### src/rtl/apc_consts.vh
// Purpose: constants for the axis position capture block
// Assumes: one 200 MHz clock, scan-cycle handshake on plain ports
// Notes: included by apc_capture only; the edge detector does not include it
// Functional notes
// - a capture is armed only on a false-to-true change of the start request, never by a held request.
// - the axis number is sampled at the arming edge and later changes are ignored until the next arm.
// - trigger selector codes 0-7 pick controller inputs 0-7 and codes 8-15 pick inputs 10-17.
// - the trigger selector matters only in modes 0 and 1; drive modes ignore it.
// - mode 0 latches the encoder count on a rising edge of the selected controller input.
// - mode 1 latches the encoder count on a falling edge of the selected controller input.
// - mode 5 latches the motor feedback count on a rising edge of the drive capture input.
// - mode 6 latches the motor feedback count on a falling edge of the drive capture input.
// - mode 7 latches the motor feedback count on either edge of the drive capture input.
// - mode 8 latches the motor feedback count on a rising edge of the drive index pulse.
// - a takeover raises aborted and drops busy and active; aborted clears with the request.
// - alarm, offline axis or illegal inputs raise error with a fault code until the request falls.
`ifndef APC_CONSTS_VH
`define APC_CONSTS_VH
`define APC_MODE_IN_RISE 4'h0
`define APC_MODE_IN_FALL 4'h1
`define APC_MODE_DRV_RISE 4'h5
`define APC_MODE_DRV_FALL 4'h6
`define APC_MODE_DRV_BOTH 4'h7
`define APC_MODE_INDEX 4'h8
`define APC_FAULT_NONE 16'h0000
`define APC_FAULT_ALARM 16'h0001
`define APC_FAULT_OFFLINE 16'h0002
`define APC_FAULT_MODE 16'h0003
`define APC_FAULT_AXIS 16'h0004
`define APC_ST_IDLE 2'h0
`define APC_ST_ARM 2'h1
`define APC_ST_WAIT 2'h2
`define APC_ST_END 2'h3
`endif

### src/rtl/apc_capture.v
// Purpose: single-axis position capture on a selected trigger edge
// Assumes: all inputs synchronous to clk_i; one clock is one scan period
// Notes: axis number must be nonzero and below AXIS_COUNT
`include "apc_consts.vh"
module apc_capture
#(
    parameter POS_W = 32,
    parameter AXIS_W = 8,
    parameter AXIS_COUNT = 8'h20
)
(
    input wire clk_i,
    input wire arst_n_i,
    input wire start_i,
    input wire [AXIS_W-1:0] axis_i,
    input wire [3:0] trigger_sel_i,
    input wire [3:0] mode_i,
    input wire window_only_i,
    input wire [POS_W-1:0] window_start_i,
    input wire [POS_W-1:0] window_end_i,
    input wire [15:0] ctrl_inputs_i,
    input wire drive_capture_i,
    input wire drive_index_i,
    input wire [POS_W-1:0] encoder_count_i,
    input wire [POS_W-1:0] motor_count_i,
    input wire axis_alarm_i,
    input wire axis_offline_i,
    input wire takeover_i,
    output reg done_o,
    output reg busy_o,
    output reg active_o,
    output reg aborted_o,
    output reg error_o,
    output reg [15:0] fault_code_o,
    output reg [POS_W-1:0] latched_position_o,
    output reg [AXIS_W-1:0] axis_o
);
    reg start_d;
    reg [1:0] state;
    reg [1:0] next_state;
    reg [3:0] mode_q;
    reg [3:0] sel_q;
    reg hit;
    reg mode_ok;
    wire arm;
    wire sel_level;
    wire in_rise;
    wire in_fall;
    wire drv_rise;
    wire drv_fall;
    wire idx_rise;
    wire unused_window;
    wire [3:0] sel_now;

    // window capture not supported; inputs deliberately unread
    assign unused_window = window_only_i ^ window_start_i[0] ^ window_end_i[0];

    assign arm = start_i & ~start_d;
    // selector index 0..15 maps straight onto the packed input vector
    // history follows the new index from the arming edge on,
    // otherwise a change of index alone would look like a trigger edge
    assign sel_now = arm ? trigger_sel_i : sel_q;
    assign sel_level = ctrl_inputs_i[sel_now];

    // histories reset low, the idle level of every trigger input

    apc_edge u_sel_edge
    (
        .clk_i(clk_i),
        .arst_n_i(arst_n_i),
        .level_i(sel_level),
        .rise_o(in_rise),
        .fall_o(in_fall)
    );

    apc_edge u_drv_edge
    (
        .clk_i(clk_i),
        .arst_n_i(arst_n_i),
        .level_i(drive_capture_i),
        .rise_o(drv_rise),
        .fall_o(drv_fall)
    );

    apc_edge u_idx_edge
    (
        .clk_i(clk_i),
        .arst_n_i(arst_n_i),
        .level_i(drive_index_i),
        .rise_o(idx_rise),
        .fall_o()
    );

    // modes outside the list are refused at arming
    always @*
    begin
        mode_ok = 1'b1;
        case (mode_i)
            `APC_MODE_IN_RISE, `APC_MODE_IN_FALL, `APC_MODE_DRV_RISE,
            `APC_MODE_DRV_FALL, `APC_MODE_DRV_BOTH, `APC_MODE_INDEX:
                mode_ok = 1'b1;
            default:
                mode_ok = 1'b0;
        endcase
    end

    always @*
    begin
        hit = 1'b0;
        case (mode_q)
            `APC_MODE_IN_RISE: hit = in_rise;
            `APC_MODE_IN_FALL: hit = in_fall;
            `APC_MODE_DRV_RISE: hit = drv_rise;
            `APC_MODE_DRV_FALL: hit = drv_fall;
            `APC_MODE_DRV_BOTH: hit = drv_rise | drv_fall;
            `APC_MODE_INDEX: hit = idx_rise;
            default: hit = 1'b0;
        endcase
    end

    // a refused arm is steered to END by the clocked process
    always @*
    begin
        next_state = state;
        case (state)
            `APC_ST_IDLE:
                if (arm)
                    next_state = `APC_ST_ARM;
            `APC_ST_ARM, `APC_ST_WAIT:
                if (axis_alarm_i | axis_offline_i | takeover_i | hit)
                    next_state = `APC_ST_END;
                else
                    next_state = `APC_ST_WAIT;
            `APC_ST_END:
                if (arm)
                    next_state = `APC_ST_ARM;
            default:
                next_state = `APC_ST_IDLE;
        endcase
    end

    always @(posedge clk_i or negedge arst_n_i)
    begin
        if (!arst_n_i)
        begin
            start_d <= 1'b0;
            state <= `APC_ST_IDLE;
            mode_q <= `APC_MODE_IN_RISE;
            sel_q <= 4'h0;
            axis_o <= {AXIS_W{1'b0}};
            done_o <= 1'b0;
            busy_o <= 1'b0;
            active_o <= 1'b0;
            aborted_o <= 1'b0;
            error_o <= 1'b0;
            fault_code_o <= `APC_FAULT_NONE;
            latched_position_o <= {POS_W{1'b0}};
        end
        else
        begin
            start_d <= start_i;
            // flags from a finished run fall with the request
            if (!start_i)
            begin
                done_o <= 1'b0;
                error_o <= 1'b0;
                fault_code_o <= `APC_FAULT_NONE;
            end
            if (!start_i && !(state != `APC_ST_IDLE && state != `APC_ST_END && takeover_i))
                aborted_o <= 1'b0;
            if (arm && (axis_i == {AXIS_W{1'b0}} || axis_i >= AXIS_COUNT || !mode_ok))
            begin
                // illegal inputs refuse the arm outright
                // a refused re-arm must not leave the old run looking busy
                state <= `APC_ST_END;
                busy_o <= 1'b0;
                active_o <= 1'b0;
                error_o <= 1'b1;
                fault_code_o <= mode_ok ? `APC_FAULT_AXIS : `APC_FAULT_MODE;
                done_o <= 1'b0;
                aborted_o <= 1'b0;
            end
            else
            begin
                state <= next_state;
                if (arm)
                begin
                    axis_o <= axis_i;
                    mode_q <= mode_i;
                    sel_q <= trigger_sel_i;
                    busy_o <= 1'b1;
                    done_o <= 1'b0;
                    aborted_o <= 1'b0;
                    error_o <= 1'b0;
                    fault_code_o <= `APC_FAULT_NONE;
                end
                else if (state == `APC_ST_ARM || state == `APC_ST_WAIT)
                begin
                    // alarm and offline outrank takeover, which outranks a hit
                    active_o <= 1'b1;
                    if (axis_alarm_i | axis_offline_i)
                    begin
                        error_o <= 1'b1;
                        fault_code_o <= axis_alarm_i ? `APC_FAULT_ALARM : `APC_FAULT_OFFLINE;
                        busy_o <= 1'b0;
                        active_o <= 1'b0;
                    end
                    else if (takeover_i)
                    begin
                        aborted_o <= 1'b1;
                        busy_o <= 1'b0;
                        active_o <= 1'b0;
                    end
                    else if (hit)
                    begin
                        // first edge only; END ignores further edges
                        latched_position_o <= (mode_q == `APC_MODE_IN_RISE ||
                            mode_q == `APC_MODE_IN_FALL) ? encoder_count_i : motor_count_i;
                        done_o <= 1'b1;
                        busy_o <= 1'b0;
                        active_o <= 1'b0;
                    end
                end
            end
        end
    end
endmodule

### src/rtl/apc_edge.v
// Purpose: rise and fall detection of one synchronous level
// Assumes: input already synchronous to clk_i
// Notes: history resets low, so a high input gives a rise on the first cycle
module apc_edge
(
    input wire clk_i,
    input wire arst_n_i,
    input wire level_i,
    output wire rise_o,
    output wire fall_o
);
    reg prev;

    always @(posedge clk_i or negedge arst_n_i)
    begin
        if (!arst_n_i)
            prev <= 1'b0;
        else
            prev <= level_i;
    end

    assign rise_o = level_i & ~prev;
    assign fall_o = ~level_i & prev;
endmodule

### config.mk
export PLATFORM = sky130hd
export DESIGN_NAME = apc_capture
export DESIGN_NICKNAME = d
export VERILOG_FILES = /design/src/rtl/apc_capture.v /design/src/rtl/apc_edge.v
export VERILOG_INCLUDE_DIRS = /design/src /design/src/rtl
export SDC_FILE = /design/constraint.sdc
export NUM_CORES = 1
export LEC_CHECK = 0
export BUFFER_PORTS_ARGS = -buffer_cell sky130_fd_sc_hd__buf_4
export CELL_PAD_IN_SITES_DETAIL_PLACEMENT = 0
export CELL_PAD_IN_SITES_GLOBAL_PLACEMENT = 1
export CORE_UTILIZATION = 31
export CTS_CLUSTER_DIAMETER = 100
export DETAILED_ROUTE_END_ITERATION = 12
export GPL_TIMING_DRIVEN = 0
export PLACE_DENSITY = 0.91
export SYNTH_ARGS = -nofsm -noshare
export SYNTH_HDL_FRONTEND = slang
export SYNTH_HIERARCHICAL = 1
export SYNTH_SLANG_ARGS = --single-unit
export TNS_END_PERCENT = 50
### constraint.sdc
create_clock -name clk_i -period 4.3 [get_ports clk_i]
set_input_delay 0.215 -clock clk_i [delete_from_list [all_inputs] [get_ports clk_i]]
set_output_delay 0.215 -clock clk_i [all_outputs]
set_load 0.03 [all_outputs]
; Yosys cells after proc, flatten, opt, wreduce, memory -nomap -nowiden
; Index checks and enable logic that the tools add are counted.
; W data, S select, Z words.
[op_classes]
n_lt_le_gt_ge = 2
n_eq_ne = 16
mux = 47
bitwise = 20
n_reduce_logical = 26
[ops]
columns = operator, n
row1 = $mux W16, 5
row2 = $mux W1, 33
row3 = $mux W32, 1
row4 = $eq A4 B3 Y1 const B, 6
row5 = $not A1 Y1, 10
row6 = $eq A4 B1 Y1 const B, 2
row7 = $eq A4 B4 Y1 const B, 2
row8 = $ge A8 B6 Y1 const B, 1
row9 = $logic_not A4 Y1, 2
row10 = $logic_not A8 Y1, 1
row11 = $and A1 B1 Y1, 6
row12 = $mux W2, 3
row13 = $pmux W1 S6, 1
row14 = $reduce_and A2 Y1, 3
row15 = $reduce_and A6 Y1, 1
row16 = $reduce_or A6 Y1, 1
row17 = $lt A4 B5 Y1 const B, 1
row18 = $reduce_bool A5 Y1, 1
row19 = $bmux W1 S4, 1
row20 = $eq A2 B2 Y1 const B, 2
row21 = $logic_and A1 B1 Y1, 4
row22 = $logic_or A1 B1 Y1, 4
row23 = $mux W4, 1
row24 = $or A1 B1 Y1, 4
row25 = other kinds (11), 15
[word_totals]
reg_bits = 75

; Logic depth before layout (Yosys ltp)
; Gate-level depths: netlist (run 1).
[logic_depth]
ltp_word = 14
ltp_mapped = 13
depth_no_buf = 11

; Cells and area by module
; Netlist (run 1), hierarchy kept.
[modules_own_cells]
columns = mod, n_inst, cells_per_inst, area_per_inst_um2, seq_area_each_um2
row1 = apc_capture, 1, 264, 3464.6, 1801.7
row2 = apc_edge, 3, 3, 40.0, 25.0

; Least setup slack after synthesis (run 1)
; OpenSTA, ideal clock, no wires.
[synth_path]
path_type = register -> register
from = register start_d
to = register latched_position_o[10]
setup_ns = 0.125
t_arrival_ns = 3.061
required_time_ns = 4.175
slack_ns = 1.114
stages_incl_launch_ff = 13
n_path_buf = 1
period_less_slack_ns = 3.186
path_cell_list = dfrtp_1 and2b_4 mux2i_4 mux2i_1 o22ai_1 a2111o_1 and2b_2 nand3b_1 o21ai_1 a21oi_1 nor3_4 buf_6 mux2_2
[synth_via]
elab_chain_len = 9
word_cells_on_any_way = 13
cone_classes = mux: 4 / bitwise: 7 / reduce/logical: 2
[synth_lines]
columns = item, line_no
row1 = start: declaration, apc_capture.v:38  ; reg start_d;
row2 = start signal: assignment, apc_capture.v:161  ; start_d <= start_i;
row3 = $not A1 Y1, apc_capture.v:58  ; assign arm = start_i & ~start_d;
row4 = $and A1 B1 Y1, apc_capture.v:58
row5 = $mux W4, --
row6 = $bmux W1 S4, apc_capture.v:63  ; assign sel_level = ctrl_inputs_i[sel_now];
row7 = $mux W1 (not written as such), apc_capture.v:63
row8 = named net sel_level, apc_capture.v:46  ; wire sel_level;
row9 = $not A1 Y1, apc_edge.v:23  ; assign fall_o = ~level_i & prev;
row10 = $and A1 B1 Y1, apc_edge.v:23
row11 = named net in_fall, apc_capture.v:48  ; wire in_fall;
row12 = $pmux W1 S6, apc_capture.v:110  ; case (mode_q)
row13 = $reduce_and A6 Y1 (no line), --
row14 = end signal: assignment, apc_capture.v:157  ; latched_position_o <= {POS_W{1'b0}};
row15 = end signal: assignment, apc_capture.v:217  ; latched_position_o <= (mode_q == `APC_MODE_IN_RISE ||
row16 = end: declaration, apc_capture.v:35  ; output reg [POS_W-1:0] latched_position_o,
; The timed path passes the listed nets, and every way through them passes these cells. The select of a mux whose other input is x is not followed.
; A chain may end at the register's enable or synchronous reset.

; Worst setup path after layout (run 1)
[layout_path]
from = register start_d
to = register latched_position_o[18]
; Same word-level chain as after synthesis.

==> impl_metrics.tcl, run 1 <==
set metrics [dict create \
    clkSinkCount 75 \
    comb_power_share_pct 20.1 \
    final_area_mm2 0.00538 \
    fmax_mhz 272 \
    port-buffer-count 164 \
    p_sw_mw 0.503 \
    area_growth_syn_to_layout_pct 50.4 \
    cts_root_buf "clkbuf_16" \
    avgSynthCellArea_um2 13.1 \
    switching_share_pct 23.5 \
    period_needed_ns 3.67 \
    crit_path_cell_trace "and2b_4, mux2i_4, mux2i_1, o22ai_1, a2111o_1, and2b_2, nand3b_1, o21ai_1, a21oi_1, nor3_4, buf_6, mux2_2" \
    fin_util_pct 48.8 \
    cp_max_fo 10 \
    antenna_found_initial 0 \
    criticalPathCategory "reg2reg" \
    grt_pass1_vias 2825 \
    routedWlPerCell_um 14.6 \
    setup-tns-final_ns 0 \
    firstDrtPassIters 4 \
    placed_cell_area_mm2 0.00498 \
    track_usage_pct 14.8 \
    maxSlewViolCount 0 \
    routed_via_density 4.67 \
    cp-endpoint "latched_position_o[18]$_DFFE_PN0P_" \
    fin_crit_sh_pct 85.4 \
    place_ws_ns 0.584 \
    htree_levels 3 \
    finalClockSkew_ns 0.00705 \
    cpMaxStageDelayCell "a2111o_1" \
    yosys_warnings 6 \
    p_leak_nw 2.74 \
    r2r_cells 12 \
    rsz0062_at_grt "false" \
    worstMarginPinSlew_ns 0.943 \
    reg2reg_to "latched_position_o[18]$_DFFE_PN0P_" \
    power.density_mw_per_mm2 398 \
    post_cts_resized 0 \
    crit_required_ns 4.50 \
    crit_arrival_ns 3.88 \
    finalSetupViolations 0 \
    die_h_um 109 \
    grt_pass1_wl_um 13500 \
    endpoint_kind "flip-flop" \
    die-area_mm2 0.0120 \
    layout_setup_ws_ns 0.627 \
    p_int_mw 1.64 \
    overflow 0 \
    rows 38 \
    hold_viol_final 0 \
    fin_nets 618 \
    status "complete, no violations" \
    hold_path.class "in2async" \
    core_mm2 0.0110 \
    slew_headroom_pct 37.1 \
    drv_cap 0 \
    clk_pin_slew_ns 0.06 \
    cts_buffers 9 \
    ctsHoldBuffers 2 \
    vdd_drop_max_v 0.000213 \
    crit_start "start_d$_DFF_PN0_" \
    rr_startpoint "start_d$_DFF_PN0_" \
    num_vias 2776 \
    grt_max_degree 76 \
    critPathMaxStageDelay_ns 0.46 \
    post-cts-setup-buffers 0 \
    start_kind "flip-flop" \
    p_clk_share_pct 43.8 \
    power_frac_seq_pct 36.1 \
    synth.cell_area_mm2 0.00358 \
    die_w_um 109 \
    drc 0 \
    drive_gt1_share_pct 59.7 \
    first_iter_violations 58 \
    io_pins 230 \
    clockBufferDepth 2 \
    ant_nets 0 \
    synth_fp_nets 441 \
    start_util_pct 32.4 \
    postSynthCellCount 272 \
    r2r_setup_slack_ns 0.63 \
    wl_um 8700 \
    cts_tree "built" \
    dp_hpwl_um 6670 \
    n_antenna_cell 0 \
    clk_latency_ns 0.32 \
    gp_congestion 0.817 \
]
==> cell usage in the layout, fill, tap and decap left out, drive strengths merged, types with 2 or more instances in the layout <==
cell and count:
clkbuf 15, nand3b 2, o22ai 3, nor2b 6
a21oi 4, mux2i 14, o21ai 10, a31o 3
nand2 9, buf 172, a22oi 4, dlygate4sd3 2
and2b 3, bufinv 4, inv 3, nor3 6
and2 13, and3 3, nor3b 2, mux2 77
a2111oi 2, nor2 7, a31oi 2, dfrtp 75
nand2b 2
==> metrics by stage <==
step | power [mW] | hold WS [ns] | instances
2_1_floorplan | 1.05 | -0.0806 | 272
3_3_place_gp | 1.21 | 0.333 | 576
3_5_place_dp | 1.22 | 0.332 | 576
4_1_cts | 2.17 | 0.0711 | 594
5_1_grt | 2.24 | 0.0839 | 594
6_report | 2.14 | 0.0368 | 594
==> power groups by stage <==
stage / sequential, mW / clock (mW) / combinational [mW]
2_1_floorplan: 0.815 / 0 / 0.235
3_3_place_gp: 0.784 / 0 / 0.424
3_5_place_dp: 0.786 / 0 / 0.434
4_1_cts: 0.774 / 0.958 / 0.438
5_1_grt: 0.779 / 0.996 / 0.466
6_report: 0.773 / 0.939 / 0.430
==> layout make-up <==
type / instances / area [um2]
inverters: 3 / 11.3
plain buffers: 11 / 85.1
well taps: 140 / 175
clock inverters: 4 / 120
clock buffers: 12 / 256
fillers: 1002 / 5650
flip-flops and latches: 75 / 1880
multi-input cells: 183 / 1600
repair buffers: 166 / 1250
==> how the worst min path moves through the flow <==
stage                                                     to     startpoint  depth (start not counted)
after floorplan                          aborted_o$_DFF_PN0_       arst_n_i                          0
after global placement             u_idx_edge/prev$_DFF_PN0_  drive_index_i                          1
after detailed placement           u_idx_edge/prev$_DFF_PN0_  drive_index_i                          1
after CTS                                  start_d$_DFF_PN0_        start_i                          1
after global routing                       start_d$_DFF_PN0_        start_i                          1
final                     latched_position_o[14]$_DFFE_PN0P_       arst_n_i                          1
==> flip-flops by register name, indices dropped and copies added, names as in the netlist, 2 cells and up <==
register,cells
state,2
latched_position_o,32
fault_code_o,16
sel_q,4
axis_o,8
mode_q,4
==> worst max-delay path: cells and delay by family, from the launching register on <==
family	cells	cell delay, ns
compound gates	4	0.82
simple gates	4	1.05
mux	3	1.02
buf+inv	1	0.22
flops	1	0.44
==> metal layers <==
layer | vias to the layer above | global-route usage [%] | share of wire, %
met5 | - | 0 | 0
met4 | 0 | 5.14 | 1.9
met3 | 12 | 4.56 | 8.3
met2 | 106 | 26.5 | 51
met1 | 1317 | 16.6 | 39
li1 | 1341 | - | -
(Power assumes the default switching activity.)
==> inputs of run 2 (changes only) <==
--- a/config.mk
+++ b/config.mk
@@ -9,6 +9,7 @@
 export BUFFER_PORTS_ARGS = -buffer_cell sky130_fd_sc_hd__buf_4
 export CELL_PAD_IN_SITES_DETAIL_PLACEMENT = 0
 export CELL_PAD_IN_SITES_GLOBAL_PLACEMENT = 1
+export CORE_ASPECT_RATIO = 1.25
 export CORE_UTILIZATION = 31
 export CTS_CLUSTER_DIAMETER = 100
 export DETAILED_ROUTE_END_ITERATION = 12
==> run 2 against run 1 <==
The run now ends with DRC left; via count grew 1.0%; clock-buffer cell count shrank 2; register-to-register slack improved by 0.08 ns.
==> impl_metrics.tcl, run 2 (synthesized netlist as in run 1, its figures left out) <==
set metrics [dict create \
    status "complete, but fails checks" \
    violations "DRC" \
    period_needed_ns 3.59 \
    cts_root_buf "clkbuf_16" \
    track_usage_pct 14.7 \
    cts_buffers 9 \
    drv_cap 0 \
    hold_viol_final 0 \
    wl_um 8790 \
    fmax_mhz 278 \
    grt_pass1_wl_um 13500 \
    core_mm2 0.0112 \
    largest_registers "latched_position_o: 32 flops, fault_code_o: 16 flops, axis_o: 8 flops" \
    finalSetupViolations 0 \
    reg2reg_to "latched_position_o[8]$_DFFE_PN0P_" \
    met1_length_um 3420 \
    clockBufferDepth 2 \
    fin_util_pct 47.5 \
    worstMarginPinSlew_ns 0.938 \
    holdWs_ns 0.0380 \
    rsz0062_at_grt "false" \
    num_vias 2804 \
    crit_required_ns 4.51 \
    routedWlPerCell_um 14.9 \
    r2r_setup_slack_ns 0.71 \
    maxSlewViolCount 0 \
    start_util_pct 32.0 \
    area_growth_syn_to_layout_pct 48.6 \
    fin_nets 618 \
    wl_met3_um 716 \
    overflow 0 \
    endpoint_kind "flip-flop" \
    firstDrtPassIters 8 \
    criticalPathCategory "reg2reg" \
    crit_arrival_ns 3.80 \
    cts_tree "built" \
    grt_pass1_vias 2808 \
    vdd_drop_max_v 0.000169 \
    clk_latency_ns 0.33 \
    gp_congestion 0.779 \
    top_layer "met4" \
    rows 43 \
    multiInputGateArea_mm2 0.00160 \
    cp_max_fo 10 \
    rr_startpoint "start_d$_DFF_PN0_" \
    p_leak_nw 2.71 \
    grt_max_degree 76 \
    hold_path.class "in2async" \
    start_kind "flip-flop" \
    top_register "latched_position_o" \
    drc 18 \
    power.density_mw_per_mm2 377 \
    final_common_cell "buf_4" \
    finalClockSkew_ns 0.00759 \
    port-buffer-count 164 \
    antenna_found_initial 0 \
    r2r_cells 12 \
    n_antenna_cell 0 \
    seqCellArea_mm2 0.00188 \
    io_pins 230 \
    mostFrequentLayoutCells "buf_4, dfrtp_1, mux2_2" \
    dp_hpwl_um 6810 \
    routed_via_density 4.76 \
    die-area_mm2 0.0120 \
    setup-tns-final_ns 0 \
    drive_gt1_share_pct 59.7 \
    clk_pin_slew_ns 0.06 \
    die_w_um 98.1 \
    wl_met2_um 4540 \
    ant_nets 0 \
    first_iter_violations 92 \
    clkSinkCount 75 \
    fin_crit_sh_pct 83.5 \
    fillers 1025 \
    slew_headroom_pct 37.5 \
    post_cts_resized 0 \
    largest_reg_flops 32 \
    die_h_um 122 \
    htree_levels 3 \
]
[run 2: cell count changes in the layout (fill, tap and decap cells not counted)]
cell and change:
bufinv_16 -2, clkbuf_8 -2, clkinv_4 +2, clkinv_2 +1
clkinvlp_4 +1
[run 2: worst max-delay path, stage by stage (launching register included)]
cell      delay [ns]
dfrtp_1         0.43
and2b_4         0.32
mux2i_4         0.41
mux2i_1         0.28
o32ai_1         0.10
a2111o_1        0.44
and2b_2         0.23
nand3b_1        0.07
o21ai_1         0.11
a21oi_1         0.13
nor3_4          0.39
buf_6           0.21
mux2_2          0.34
[run 2: worst max path at each step]
| stage | startpoint | end | slack, ns | cells past startpoint |
|---|---|---|---|---|
| detailed placement | start_d$_DFF_PN0_ | latched_position_o[8]$_DFFE_PN0P_ | 0.69 | 12 |
| CTS | start_d$_DFF_PN0_ | latched_position_o[8]$_DFFE_PN0P_ | 0.67 | 12 |
| floorplan | start_d$_DFF_PN0_ | latched_position_o[10]$_DFFE_PN0P_ | 1.11 | 12 |
| global route | start_d$_DFF_PN0_ | latched_position_o[7]$_DFFE_PN0P_ | 0.49 | 12 |
| global placement | start_d$_DFF_PN0_ | latched_position_o[23]$_DFFE_PN0P_ | 0.74 | 12 |
| finish | start_d$_DFF_PN0_ | latched_position_o[8]$_DFFE_PN0P_ | 0.71 | 12 |
[run 2: power breakdown]
| group | internal (mW) | switching, mW |
|---|---|---|
| Combinational | 0.237 | 0.196 |
| Clock | 0.509 | 0.288 |
| Sequential | 0.745 | 0.0292 |
[run 2: through the flow]
stage	power (mW)	cell area, um2	setup WS, ns	cells
global placement	1.21	4980	0.744	571
CTS	2.04	5320	0.670	589
global route	2.11	5320	0.486	589
finish	2.00	5320	0.708	589
floorplan	1.05	3580	1.11	272
detailed placement	1.23	4980	0.694	571
[run 2: final cells by class]
type	count	area share [%]
Sequential cell	75	35.3
Timing Repair Buffer	166	23.5
Multi-Input combinational cell	183	30.2
Buffer	11	1.60
Clock buffer	10	4.31
Tap cell	135	3.18
Clock inverter	6	1.69
Inverter	3	0.212
[run 2: repair_timing]
item	CTS	global route
endpoints found under the setup margin	0	0
setup buffers	0	0
hold buffers	2	0
hold endpoints to repair	2	0
[run 2: per-layer routing]
| metal | up-vias | global-route usage (%) |
|---|---|---|
| met5 | - | 0 |
| met4 | 0 | 6.25 |
| met3 | 9 | 4.36 |
| met2 | 104 | 25.2 |
| met1 | 1351 | 17.1 |
| li1 | 1340 | - |
